===== src/verilog/tcr_pkg.sv =====
// Package with constants, field layout and carrier types for the trace control registers.
package tcr_pkg;

	// Register selects on the coprocessor register port.
	localparam logic [2:0] SEL_CONFIG     = 3'h1;
	localparam logic [2:0] SEL_CONFIG_EXT = 3'h2;
	localparam logic [2:0] SEL_USER_WORD  = 3'h3;

	// Field positions in trace_config.
	localparam int CFG_SRC_SEL   = 31;
	localparam int CFG_USER_KIND = 30;
	localparam int CFG_BRANCH    = 27;
	localparam int CFG_NO_OVF    = 26;
	localparam int CFG_EN_DEBUG  = 25;
	localparam int CFG_EN_EXC    = 24;
	localparam int CFG_EN_KERNEL = 23;
	localparam int CFG_EN_USER   = 21;
	localparam int CFG_ONE_BIT   = 4;
	localparam int CFG_MODE_HI   = 3;
	localparam int CFG_MODE_LO   = 1;
	localparam int CFG_ON        = 0;

	// Field positions in trace_config_ext.
	localparam int EXT_LVL_HI  = 6;
	localparam int EXT_LVL_LO  = 5;
	localparam int EXT_DUAL    = 4;
	localparam int EXT_OFFCHIP = 3;
	localparam int EXT_SYP_HI  = 2;
	localparam int EXT_SYP_LO  = 0;

	// Reset and fixed values.
	localparam logic [1:0]  LVL_RESET   = 2'h2;
	localparam logic [2:0]  SYP_RESET   = 3'h0;
	localparam logic [2:0]  MODE_RESET  = 3'h0;
	localparam logic [31:0] WORD_RESET  = 32'h0000_0000;
	localparam logic [31:0] ZERO_WORD   = 32'h0000_0000;

	// Synchronization period exponents for code zero; each code step halves the period.
	localparam logic [3:0] SYP_EXP_ON_BASE  = 4'h9;
	localparam logic [3:0] SYP_EXP_OFF_BASE = 4'he;
	localparam int         SYP_CNT_W        = 15;

	// Trace content selection.
	typedef enum logic [2:0] {
		TM_PC        = 3'b000,
		TM_LD_ADDR   = 3'b001,
		TM_ST_ADDR   = 3'b010,
		TM_LS_ADDR   = 3'b011,
		TM_LD_DATA   = 3'b100,
		TM_LD_AD     = 3'b101,
		TM_ST_AD     = 3'b110,
		TM_ALL       = 3'b111
	} tcr_mode_e;

	// Execution mode of the core.
	typedef enum logic [1:0] {
		EM_USER   = 2'b00,
		EM_KERNEL = 2'b01,
		EM_EXC    = 2'b10,
		EM_DEBUG  = 2'b11
	} tcr_exec_e;

	// Trace control bits, from software or from the collector block.
	typedef struct packed {
		logic      on;
		tcr_mode_e mode;
		logic      en_user;
		logic      en_kernel;
		logic      en_exc;
		logic      en_debug;
		logic      no_ovf;
		logic      branch_all;
	} tcr_ctrl_s;

	// Capability and status fields supplied by the collector block.
	typedef struct packed {
		logic [1:0] levels;
		logic       dual_buffer_present;
		logic       offchip_buffer_selected;
		logic [2:0] sync_period_code;
	} tcr_caps_s;

	// User trace record toward the collector.
	typedef struct packed {
		logic        valid;
		logic        kind2;
		logic [31:0] data;
	} tcr_urec_s;

endpackage


===== src/verilog/tcr_top.sv =====
// Trace control registers: mode gating, content selection, capabilities and user trace records.
`timescale 1ns/100ps
module tcr_top #(
	parameter bit HAS_TRACE = 1'b1
) (
	// Clock and reset
	input  wire                          clk_sys,
	input  wire                          nrst,
	// Coprocessor register port
	input  wire logic [2:0]              reg_sel,
	input  wire                          reg_wr,
	input  wire logic [31:0]             reg_wdata,
	input  wire                          reg_rd,
	output logic [31:0]                  reg_rdata,
	// Core state
	input  wire tcr_pkg::tcr_exec_e      exec_mode,
	input  wire                          instr_step,
	// Trace collector block
	input  wire tcr_pkg::tcr_ctrl_s      coll_ctrl,
	input  wire tcr_pkg::tcr_caps_s      coll_caps,
	input  wire                          coll_caps_vld,
	// Trace outputs
	output logic                         trace_active,
	output tcr_pkg::tcr_mode_e           trace_mode,
	output logic                         trace_branch_all,
	output logic                         trace_no_ovf,
	output logic                         trace_sync,
	output tcr_pkg::tcr_urec_s           user_rec
);
	typedef struct packed {
		logic               src_sel;
		logic               user_kind;
		tcr_pkg::tcr_ctrl_s sw;
		tcr_pkg::tcr_caps_s caps;
		logic [31:0]        word;
		logic [31:0]        rdata;
		tcr_pkg::tcr_urec_s urec;
		logic               active;
		tcr_pkg::tcr_mode_e mode;
		logic               branch_all;
		logic               no_ovf;
	} tcr_state_s;

	tcr_state_s         st_r;
	tcr_state_s         st_nxt;
	tcr_pkg::tcr_ctrl_s eff;
	logic               permit;
	logic               word_wr;

	// Read image of trace_config; bit 4 reads as one, other gaps read as zero.
	function automatic logic [31:0] tcr_cfg_img(input tcr_state_s s);
		logic [31:0] v;
		v = tcr_pkg::ZERO_WORD;
		v[tcr_pkg::CFG_SRC_SEL]   = s.src_sel;
		v[tcr_pkg::CFG_USER_KIND] = s.user_kind;
		v[tcr_pkg::CFG_BRANCH]    = s.sw.branch_all;
		v[tcr_pkg::CFG_NO_OVF]    = s.sw.no_ovf;
		v[tcr_pkg::CFG_EN_DEBUG]  = s.sw.en_debug;
		v[tcr_pkg::CFG_EN_EXC]    = s.sw.en_exc;
		v[tcr_pkg::CFG_EN_KERNEL] = s.sw.en_kernel;
		v[tcr_pkg::CFG_EN_USER]   = s.sw.en_user;
		v[tcr_pkg::CFG_ONE_BIT]   = 1'b1;
		v[tcr_pkg::CFG_MODE_HI:tcr_pkg::CFG_MODE_LO] = s.sw.mode;
		v[tcr_pkg::CFG_ON]        = s.sw.on;
		tcr_cfg_img = v;
	endfunction

	// Read image of trace_config_ext; everything above bit 6 is zero.
	function automatic logic [31:0] tcr_ext_img(input tcr_pkg::tcr_caps_s c);
		logic [31:0] v;
		v = tcr_pkg::ZERO_WORD;
		v[tcr_pkg::EXT_LVL_HI:tcr_pkg::EXT_LVL_LO] = c.levels;
		v[tcr_pkg::EXT_DUAL]                       = c.dual_buffer_present;
		v[tcr_pkg::EXT_OFFCHIP]                    = c.offchip_buffer_selected;
		v[tcr_pkg::EXT_SYP_HI:tcr_pkg::EXT_SYP_LO] = c.sync_period_code;
		tcr_ext_img = v;
	endfunction

	// The collector may override the software bits, so the gate sees the chosen set.
	always_comb begin
		eff = st_r.src_sel ? st_r.sw : coll_ctrl;
	end

	tcr_permit u_permit (
		.ctrl      (eff),
		.exec_mode (exec_mode),
		.permit    (permit)
	);

	tcr_sync u_sync (
		.clk_sys    (clk_sys),
		.nrst       (nrst),
		.active     (st_r.active),
		.step       (instr_step),
		.offchip    (st_r.caps.offchip_buffer_selected),
		.code       (st_r.caps.sync_period_code),
		.sync_pulse (trace_sync)
	);

	assign word_wr = reg_wr && (reg_sel == tcr_pkg::SEL_USER_WORD) && HAS_TRACE;

	always_comb begin
		st_nxt = st_r;
		st_nxt.urec.valid = 1'b0;

		// Software writes to trace_config.
		if (reg_wr && reg_sel == tcr_pkg::SEL_CONFIG) begin
			st_nxt.src_sel      = reg_wdata[tcr_pkg::CFG_SRC_SEL];
			st_nxt.user_kind    = reg_wdata[tcr_pkg::CFG_USER_KIND];
			st_nxt.sw.branch_all = reg_wdata[tcr_pkg::CFG_BRANCH];
			st_nxt.sw.no_ovf    = reg_wdata[tcr_pkg::CFG_NO_OVF];
			st_nxt.sw.en_debug  = reg_wdata[tcr_pkg::CFG_EN_DEBUG];
			st_nxt.sw.en_exc    = reg_wdata[tcr_pkg::CFG_EN_EXC];
			st_nxt.sw.en_kernel = reg_wdata[tcr_pkg::CFG_EN_KERNEL];
			st_nxt.sw.en_user   = reg_wdata[tcr_pkg::CFG_EN_USER];
			st_nxt.sw.mode      = tcr_pkg::tcr_mode_e'(reg_wdata[tcr_pkg::CFG_MODE_HI:tcr_pkg::CFG_MODE_LO]);
			st_nxt.sw.on        = reg_wdata[tcr_pkg::CFG_ON];
		end

		// Writes to the extension register are dropped; its fields follow the collector.
		if (coll_caps_vld) begin
			st_nxt.caps = coll_caps;
		end

		// A user word write stores the value and launches one record the next cycle.
		// Back-to-back writes need no spacing: each one launches its own record, on consecutive cycles.
		if (word_wr) begin
			st_nxt.word       = reg_wdata;
			st_nxt.urec.valid = 1'b1;
			st_nxt.urec.kind2 = st_r.user_kind;
			st_nxt.urec.data  = reg_wdata;
		end

		// Registered trace controls toward the trace logic.
		st_nxt.active     = permit;
		st_nxt.mode       = eff.mode;
		st_nxt.branch_all = eff.branch_all;
		st_nxt.no_ovf     = eff.no_ovf;

		// Registered read data; unmapped selects read zero.
		if (reg_rd) begin
			unique case (reg_sel)
				tcr_pkg::SEL_CONFIG:     st_nxt.rdata = tcr_cfg_img(st_r);
				tcr_pkg::SEL_CONFIG_EXT: st_nxt.rdata = tcr_ext_img(st_r.caps);
				tcr_pkg::SEL_USER_WORD:  st_nxt.rdata = HAS_TRACE ? st_r.word : tcr_pkg::ZERO_WORD;
				default:                 st_nxt.rdata = tcr_pkg::ZERO_WORD;
			endcase
		end
	end

	always_ff @(posedge clk_sys) begin
		if (!nrst) begin
			st_r               <= '0;
			st_r.sw.mode       <= tcr_pkg::tcr_mode_e'(tcr_pkg::MODE_RESET);
			st_r.caps.levels   <= tcr_pkg::LVL_RESET;
			st_r.caps.sync_period_code <= tcr_pkg::SYP_RESET;
			st_r.word          <= tcr_pkg::WORD_RESET;
			st_r.mode          <= tcr_pkg::TM_PC;
		end else begin
			st_r <= st_nxt;
		end
	end

	assign reg_rdata        = st_r.rdata;
	assign trace_active     = st_r.active;
	assign trace_mode       = st_r.mode;
	assign trace_branch_all = st_r.branch_all;
	assign trace_no_ovf     = st_r.no_ovf;
	assign user_rec         = st_r.urec;
endmodule


===== src/verilog/tcr_permit.sv =====
// Mode gate that decides whether the current execution mode may be traced.
`timescale 1ns/100ps
module tcr_permit (
	// Effective control
	input  wire tcr_pkg::tcr_ctrl_s ctrl,
	input  wire tcr_pkg::tcr_exec_e exec_mode,
	// Result
	output logic                    permit
);
	logic mode_en;

	always_comb begin
		unique case (exec_mode)
			tcr_pkg::EM_USER:   mode_en = ctrl.en_user;
			tcr_pkg::EM_KERNEL: mode_en = ctrl.en_kernel;
			tcr_pkg::EM_EXC:    mode_en = ctrl.en_exc;
			tcr_pkg::EM_DEBUG:  mode_en = ctrl.en_debug;
		endcase
		// The master enable alone traces nothing; a mode enable must agree.
		permit = ctrl.on & mode_en;
	end
endmodule


===== src/verilog/tcr_sync.sv =====
// Synchronization period timer that pulses once per decoded period of traced instructions.
`timescale 1ns/100ps
module tcr_sync (
	// Clock and reset
	input  wire                  clk_sys,
	input  wire                  nrst,
	// Control
	input  wire                  active,
	input  wire                  step,
	input  wire                  offchip,
	input  wire logic [2:0]      code,
	// Pulse out
	output logic                 sync_pulse
);
	typedef struct packed {
		logic [tcr_pkg::SYP_CNT_W-1:0] cnt;
		logic                          pulse;
	} tcr_sync_s;

	tcr_sync_s st_r;
	tcr_sync_s st_nxt;
	logic [tcr_pkg::SYP_CNT_W-1:0] last;

	// Exponent of the period: the base falls by one per code step.
	function automatic logic [3:0] tcr_exp(input logic off, input logic [2:0] c);
		tcr_exp = (off ? tcr_pkg::SYP_EXP_OFF_BASE : tcr_pkg::SYP_EXP_ON_BASE) - {1'b0, c};
	endfunction

	always_comb begin
		last = ({{(tcr_pkg::SYP_CNT_W-1){1'b0}}, 1'b1} << tcr_exp(offchip, code)) - 1'b1;
		st_nxt = st_r;
		st_nxt.pulse = 1'b0;
		if (!active) begin
			st_nxt.cnt = '0;
		end else if (step) begin
			if (st_r.cnt >= last) begin
				st_nxt.cnt = '0;
				st_nxt.pulse = 1'b1;
			end else begin
				st_nxt.cnt = st_r.cnt + 1'b1;
			end
		end
	end

	always_ff @(posedge clk_sys) begin
		if (!nrst) begin
			st_r <= '0;
		end else begin
			st_r <= st_nxt;
		end
	end

	assign sync_pulse = st_r.pulse;
endmodule


===== config.mk =====
export PLATFORM = sky130hd
export DESIGN_NAME = tcr_top
export DESIGN_NICKNAME = d
export VERILOG_FILES = /design/src/verilog/tcr_pkg.sv /design/src/verilog/tcr_top.sv /design/src/verilog/tcr_permit.sv /design/src/verilog/tcr_sync.sv
export SDC_FILE = /design/constraint.sdc
export NUM_CORES = 1
export LEC_CHECK = 0
export BUFFER_PORTS_ARGS = -buffer_cell sky130_fd_sc_hd__buf_4
export CORE_MARGIN = 2
export CORE_UTILIZATION = 50
export CTS_BUF_LIST = sky130_fd_sc_hd__clkbuf_4
export DETAILED_ROUTE_END_ITERATION = 8
export PLACE_DENSITY_LB_ADDON = 0.1
export RECOVER_POWER = 25
export SETUP_SLACK_MARGIN = 0.4
export SKIP_CTS_REPAIR_TIMING = 1
export SYNTH_ARGS = -nofsm -noshare
export SYNTH_HDL_FRONTEND = slang
export SYNTH_HIERARCHICAL = 1
export SYNTH_SLANG_ARGS = --single-unit

===== constraint.sdc =====
create_clock -name clk_sys -period 4.4 [get_ports clk_sys]
set_input_delay 0.44 -clock clk_sys [delete_from_list [all_inputs] [get_ports clk_sys]]
set_output_delay 0.44 -clock clk_sys [all_outputs]
set_load 0.1 [all_outputs]

==> results of run 1 <==
-- Yosys cell counts, drive strengths merged --
cell,n,area share
a21oi,14,0.015
ha,23,0.050
nand2b,5,0.0055
nand3b,4,0.0074
nand4,2,0.0048
dfxtp,107,0.37
nor2,34,0.027
and4,3,0.0050
o21ai,53,0.047
o221ai,1,0.0015
fa,1,0.0035
mux2i,17,0.030
mux2,14,0.030
nand3,58,0.051
and2,18,0.020
xor2,6,0.0092
or2,1,0.0011
nand4b,1,0.0026
o2bb2ai,10,0.015
and3b,1,0.0015
a32oi,1,0.0015
o31a,1,0.0015
nor4,1,0.0022
a31oi,1,0.0011
o211ai,1,0.0013
xnor2,11,0.017
nor3,6,0.0070
nand4bb,1,0.0048
o22ai,1,0.0011
o2111ai,3,0.0046
a211oi,12,0.021
clkbuf,16,0.010
and3,2,0.0031
inv,10,0.0065
buf,93,0.12
or2b,1,0.0013
nand2,55,0.036
and4b,1,0.0017
nor2b,5,0.0059
a22oi,23,0.039
a222oi,4,0.0070
mux4,1,0.0039
a22o,1,0.0015
-- kinds of logic (layout without fill, tap and decap cells) --
group / count (synthesis) / count (layout) / share of synthesized area
adder cells (fa/ha/maj): 24 / 24 / 0.0536
AO/OA/AOI/OAI: 126 / 126 / 0.158
other: 0 / 1 / 0
buffers and inverters: 119 / 162 / 0.139
multiplexers: 32 / 32 / 0.0637
XOR/XNOR: 17 / 17 / 0.0259
flip-flops: 107 / 107 / 0.373
AND/OR/NAND/NOR: 199 / 199 / 0.187
-- final cells by class --
cell class / count / area (um^2)
Fill cell: 1095 / 4930
Multi-Input combinational cell: 398 / 2810
Sequential cell: 107 / 2140
Timing Repair Buffer: 136 / 1010
Tap cell: 143 / 179
Clock inverter: 7 / 145
Clock buffer: 9 / 67.6
Inverter: 10 / 37.5
Antenna cell: 1 / 2.50
-- worst max-delay path, delay by kind of cell, from the launching register on --
kind	cells	cell delay, ns
fa+ha+maj	4	1.22
compound gates	7	1.09
xor+xnor	1	0.18
buf+inv	2	0.32
flops	1	0.39
simple gates	3	0.47
-- flip-flops by register name, summed over array words and instances (netlist names) --
name,cells
u_sync/sync_pulse,1
reg_rdata,32
trace_active,1
st_r,19
u_sync/st_r,15
user_rec,34
trace_mode,3
trace_no_ovf,1
trace_branch_all,1
-- per-stage QoR --
stage	total power [W]	utilization	hold WS, ns	worst slack (ns)	instance area (um^2)
2_1_floorplan	0.00129	-	0.437	0.810	5740
3_3_place_gp	0.00136	0.545	0.450	0.508	6170
3_5_place_dp	0.00137	0.545	0.459	0.312	6170
4_1_cts	0.00206	0.564	0.148	0.270	6380
5_1_grt	0.00214	0.565	0.141	0.395	6390
6_report	0.00205	0.565	0.177	0.626	6390
-- metal layers --
layer  global-route usage  share of wire  up-vias
met2                0.342           0.47      104
met3               0.0465          0.057       15
li1                     -              -     2192
met1                0.277           0.45     2037
met4               0.0807          0.017        0
met5                    0              0        -
-- how the worst max path moves through the flow --
stage                           startpoint                           to  slack (ns)  depth (start not counted)
floorplan           st_r[107]$_SDFFE_PN0P_  u_sync/st_r[7]$_SDFFE_PN0P_        0.81                         18
global placement    st_r[107]$_SDFFE_PN0P_  u_sync/st_r[5]$_SDFFE_PN0P_        0.51                         17
detailed placement  st_r[107]$_SDFFE_PN0P_  u_sync/st_r[7]$_SDFFE_PN0P_        0.31                         17
CTS                 st_r[107]$_SDFFE_PN0P_  u_sync/st_r[8]$_SDFFE_PN0P_        0.27                         17
global route        st_r[107]$_SDFFE_PN0P_  u_sync/st_r[7]$_SDFFE_PN0P_        0.39                         17
finish              st_r[107]$_SDFFE_PN0P_  u_sync/st_r[5]$_SDFFE_PN0P_        0.63                         17
-- power by group through the flow --
stage | Combinational, W | Clock [W] | Sequential (W)
final | 0.000350 | 0.000694 | 0.00100
after global routing | 0.000383 | 0.000750 | 0.00100
after CTS | 0.000347 | 0.000711 | 0.00100
after detailed placement | 0.000346 | 0 | 0.00102
after global placement | 0.000339 | 0 | 0.00102
after floorplan | 0.000262 | 0 | 0.00103
==> out/qor.log, run 1 <==
qor: route.postRouteAntennaNets 0
qor: worst_setup_path.max_stage_delay 0.43 ns
qor: yosys.postSynthRegisterBits 107
qor: worst_setup_path.worst_r2r_endpoint u_sync/st_r[5]$_SDFFE_PN0P_
qor: worst_setup_path.crit_slowest_cell sky130_fd_sc_hd__fa_1
qor: yosys.synthDistinctLibCells 62
qor: sta.worst_pin_slew 2.18 ns
qor: worst_setup_path.r2r_slack 0.63 ns
qor: floorplan.design.die.area 12300 um^2
qor: sta.setup_repair_after_global_routing_missed_its_margin no
qor: placed_design.hpwlAfterDp 9080 um
qor: power_and_ir_drop.total_switching_power 0.000585 W
qor: yosys.syn-num-nets 708
qor: placed_design.placed_cells_incl_taps 792
qor: sta.timing.slew.headroom -0.454
qor: global_route.global_route.overflow_total 0
qor: route.routed_wl 12900 um
qor: power_and_ir_drop.power.share.sequential 0.490
qor: floorplan.io-pin-count 133
qor: layout.mostFrequentLayoutCells 133 x sky130_fd_sc_hd__buf_4, 106 x sky130_fd_sc_hd__dfxtp_1, 58 x sky130_fd_sc_hd__nand3_1
qor: floorplan.core_area 11300 um^2
qor: layout.post_route_cells_drive_above_1_share 0.313
qor: worst_hold_path.destination_of_the_worst_hold_path user_rec[29]$_SDFFE_PN0P_
qor: worst_setup_path.critPathArrivalTime 4.16 ns
qor: power_and_ir_drop.p_per_area 320 nW/um^2
qor: sta.max_clock_freq 0.265 GHz
qor: cts.clock_path_buffers 2
qor: yosys.synth_sequential_area_ratio 0.373
qor: sta.setup_failing_eps_final 0
qor: sta.report.final.slew_viol_count 103
qor: floorplan.core.rowCount 39
qor: route.count_of_vias_placed_by_the_detailed_router 4348
qor: route.drc_violations_left 0
qor: placed_design.gp_congestion 0.856
qor: layout.most_common_cell_after_layout_fill_and_taps_aside sky130_fd_sc_hd__buf_4
qor: power_and_ir_drop.ir_drop 180 uV
qor: worst_hold_path.holdCritPathClass primary input to flip-flop
qor: cts.cts.clk_slew.worst_paths 0.18 ns
qor: status.failed_checks capacitance limit, slew limit
qor: layout.p_r_area_growth_vs_syn 11.4%
qor: route.post_drt_via_cell_ratio 5.36
qor: worst_setup_path.start_kind flip-flop
qor: global_route.overall_routing_resource_usage 0.211
qor: sta.totalNegativeSetupSlack 0 ns
qor: route.drtIter0Drc 243
qor: global_route.grt_antenna_before_repair 1
qor: global_route.first_global_vias 4135
qor: power_and_ir_drop.power.share.combinational 0.171
qor: yosys.mappedNetlistArea 5740 um^2
qor: sta.fin_skew 0.0193 ns
qor: placed_design.port_buffers 132
qor: worst_setup_path.worst-path-max-fanout 8
qor: global_route.grt_pass1_wl 21100 um
qor: cts.tritoncts yes
qor: floorplan.initial_core_utilization 0.507
qor: cts.cts.root.buffer_cell sky130_fd_sc_hd__clkbuf_4
qor: power_and_ir_drop.p_int 0.00146 W
qor: sta.timing.final.hold_violations 0
qor: cts.cts_max_level 3
qor: cts.cts.sink_count 107
qor: worst_setup_path.reg_to_reg_start st_r[107]$_SDFFE_PN0P_
qor: layout.finish.net_count 746
qor: worst_setup_path.path_cells ha_1, fa_1, xor2_2, and3b_2, nand3_1, ha_2, inv_1, nand3_1, o22ai_1, a22oi_1, ha_1, a21oi_1, o21ai_0, a21oi_2, o21ai_4, buf_4, a211oi_1
qor: cts.cts_buffers 9
qor: worst_setup_path.worstPathRequired 4.79 ns
qor: sta.post-route-period-util 0.858
qor: sta.post_layout_minimum_cycle_time 3.77 ns
qor: route.drt_first_pass_iters 5
qor: yosys.instance_count_of_the_mapped_netlist 624
qor: power_and_ir_drop.cellLeakagePower 2.61 nW
qor: worst_setup_path.timing.reg2reg.worst_path_depth 17
qor: worst_setup_path.cp-end-kind flip-flop
qor: floorplan.fp.dieW 111 um
qor: status.outcome finished, violations left
qor: floorplan.die_h 111 um
qor: power_and_ir_drop.share_clk_of_total_power 0.339
qor: global_route.grt_max_degree 68
qor: layout.layout.cells.non_filler 811
qor: yosys.yosysWarnings 6
qor: worst_hold_path.min_delay_path_depth 3
qor: worst_hold_path.worst_hold_startpoint reg_wdata[29]
qor: route.wire_per_inst 15.9 um
qor: cts.clock_latency_on_the_worst_skew_pair 0.49 ns
qor: flow_run.max_cap_violations 2
qor: worst_setup_path.worstSetupPathType flip-flop to flip-flop
qor: yosys.postSynthAreaPerCell 9.20 um^2
qor: power_and_ir_drop.power.switching_fraction 0.286
Power figures use the tool's default switching activity.
==> inputs of run 2 (changes only) <==
--- a/config.mk
+++ b/config.mk
@@ -10,6 +10,7 @@
 export CORE_UTILIZATION = 50
 export CTS_BUF_LIST = sky130_fd_sc_hd__clkbuf_4
 export DETAILED_ROUTE_END_ITERATION = 8
+export MAX_ROUTING_LAYER = met4
 export PLACE_DENSITY_LB_ADDON = 0.1
 export RECOVER_POWER = 25
 export SETUP_SLACK_MARGIN = 0.4
==> run 2 against run 1 <==
First-iteration DRC count decreased by 7.8%. Critical path depth unchanged. Via count down 0.11%. Combinational power about the same. Non-clock buffer count unchanged. Final cell count is the same. The flow still finishes with violations (capacitance limit, slew limit). Clock-buffer cell count stayed put.
==> out/qor.log, run 2 (synthesized netlist as in run 1, its figures left out) <==
qor: global_route.first_global_vias 4155
qor: worst_setup_path.cp-end-kind flip-flop
qor: sta.setup_failing_eps_final 0
qor: sta.fin_skew 0.0176 ns
qor: placed_design.hpwlAfterDp 9080 um
qor: global_route.grt_pass1_wl 21100 um
qor: power_and_ir_drop.p_per_area 320 nW/um^2
qor: worst_setup_path.r2r_slack 0.62 ns
qor: cts.cts.root.buffer_cell sky130_fd_sc_hd__clkbuf_4
qor: status.failed_checks capacitance limit, slew limit
qor: sta.post-route-period-util 0.859
qor: floorplan.die_h 111 um
qor: layout.fin_util 0.565
qor: sta.final_layout_worst_hold_slack 0.172 ns
qor: sta.max_clock_freq 0.265 GHz
qor: floorplan.initial_core_utilization 0.507
qor: cts.clock_latency_on_the_worst_skew_pair 0.49 ns
qor: route.drt_first_pass_iters 5
qor: route.count_of_vias_placed_by_the_detailed_router 4343
qor: worst_setup_path.start_kind flip-flop
qor: global_route.grt_max_degree 68
qor: floorplan.fp.dieW 111 um
qor: sta.timing.slew.headroom -0.478
qor: status.outcome finished, violations left
qor: sta.timing.final.hold_violations 0
qor: cts.cts.sink_count 107
qor: route.wire_per_inst 15.9 um
qor: sta.report.final.slew_viol_count 103
qor: sta.post_layout_minimum_cycle_time 3.78 ns
qor: worst_setup_path.worstSetupPathType flip-flop to flip-flop
qor: worst_setup_path.worst-path-max-fanout 8
qor: global_route.overall_routing_resource_usage 0.218
qor: cts.cts_buffers 9
qor: placed_design.gp_congestion 0.869
qor: cts.clock_path_buffers 2
qor: layout.number_of_flip_flops_in_the_largest_register 34
qor: route.postRouteAntennaNets 0
qor: route.drtIter0Drc 224
qor: sta.worst_pin_slew 2.22 ns
qor: layout.most_common_cell_after_layout_fill_and_taps_aside sky130_fd_sc_hd__buf_4
qor: worst_hold_path.holdCritPathClass primary input to flip-flop
qor: sta.setup_repair_after_global_routing_missed_its_margin no
qor: worst_hold_path.worst_hold_startpoint reg_wdata[29]
qor: global_route.grt_antenna_before_repair 1
qor: placed_design.port_buffers 132
qor: cts.cts.clk_slew.worst_paths 0.17 ns
qor: route.routed_wl 12900 um
qor: worst_setup_path.path_cells ha_1, fa_1, xor2_2, and3b_2, nand3_1, ha_2, inv_1, nand3_1, o22ai_1, a22oi_1, ha_1, a21oi_1, o21ai_0, a21oi_2, o21ai_4, buf_4, a211oi_1
qor: worst_setup_path.worstPathRequired 4.80 ns
qor: worst_hold_path.min_delay_path_depth 3
qor: worst_setup_path.worst_r2r_endpoint u_sync/st_r[5]$_SDFFE_PN0P_
qor: worst_setup_path.timing.reg2reg.worst_path_depth 17
qor: cts.cts_max_level 3
qor: global_route.global_route.overflow_total 0
qor: floorplan.core_area 11300 um^2
qor: worst_setup_path.reg_to_reg_start st_r[107]$_SDFFE_PN0P_
qor: power_and_ir_drop.ir_drop 180 uV
qor: route.drc_violations_left 0
qor: route.post_drt_via_cell_ratio 5.36
qor: worst_setup_path.max_stage_delay 0.43 ns
qor: layout.mostFrequentLayoutCells 133 x sky130_fd_sc_hd__buf_4, 106 x sky130_fd_sc_hd__dfxtp_1, 58 x sky130_fd_sc_hd__nand3_1
qor: sta.totalNegativeSetupSlack 0 ns
qor: worst_hold_path.destination_of_the_worst_hold_path user_rec[29]$_SDFFE_PN0P_
qor: worst_setup_path.crit_slowest_cell sky130_fd_sc_hd__fa_1
qor: layout.p_r_area_growth_vs_syn 11.4%
qor: worst_setup_path.critPathArrivalTime 4.17 ns
qor: layout.post_route_cells_drive_above_1_share 0.313
qor: power_and_ir_drop.cellLeakagePower 2.61 nW
qor: layout.finish.net_count 746
qor: cts.tritoncts yes
qor: floorplan.core.rowCount 39
qor: floorplan.design.die.area 12300 um^2
qor: floorplan.io-pin-count 133
qor: flow_run.max_cap_violations 2
## run 2: cell counts in the layout (fill, tap and decap cells not counted)
Identical to the previous run, type by type.
## run 2: report_power, final
group          internal, W  switching [W]
Clock             0.000350       0.000345
Sequential        0.000987      0.0000143
Combinational     0.000124       0.000226
Total              0.00146       0.000585
## run 2: how the worst max path moves through the flow
stage / slack (ns) / startpoint / end
4_1_cts: 0.27 / st_r[107]$_SDFFE_PN0P_ / u_sync/st_r[8]$_SDFFE_PN0P_
5_1_grt: 0.39 / st_r[107]$_SDFFE_PN0P_ / u_sync/st_r[7]$_SDFFE_PN0P_
3_5_place_dp: 0.31 / st_r[107]$_SDFFE_PN0P_ / u_sync/st_r[7]$_SDFFE_PN0P_
2_1_floorplan: 0.81 / st_r[107]$_SDFFE_PN0P_ / u_sync/st_r[7]$_SDFFE_PN0P_
3_3_place_gp: 0.51 / st_r[107]$_SDFFE_PN0P_ / u_sync/st_r[5]$_SDFFE_PN0P_
6_report: 0.62 / st_r[107]$_SDFFE_PN0P_ / u_sync/st_r[5]$_SDFFE_PN0P_
## run 2: cell type report
type                       instances  area [um^2]
fill                            1095         4930
tap                              143          179
multi-input combinational        398         2810
sequential                       107         2140
clock buffer                       9         67.6
antenna                            1         2.50
timing repair buffer             136         1010
inverter                          10         37.5
clock inverter                     7          145
## run 2: critical path: cells and delay by family (launching register included)
| family | cells | cell delay [ns] |
|---|---|---|
| AOI/OAI and AO/OA | 7 | 1.09 |
| adders and majority gates | 4 | 1.22 |
| DFF | 1 | 0.39 |
| xor gates and xnor gates | 1 | 0.18 |
| and+or+nand+nor | 3 | 0.47 |
| buffers and inverters | 2 | 0.32 |
## run 2: layer usage
metal | up-vias | global-route usage | part of all wire
li1 | 2196 | - | -
met1 | 2032 | 0.282 | 0.46
met2 | 101 | 0.342 | 0.47
met3 | 14 | 0.0388 | 0.049
met4 | 0 | 0.0807 | 0.017
met5 | - | - | 0
## run 2: per-stage QoR
stage	std cells	worst slack, ns	instance area (um^2)	power (W)
after CTS	808	0.270	6380	0.00206
after global placement	792	0.508	6170	0.00136
after detailed placement	792	0.312	6170	0.00137
after floorplan	624	0.810	5740	0.00129
final	811	0.620	6390	0.00205
after global routing	811	0.395	6390	0.00214
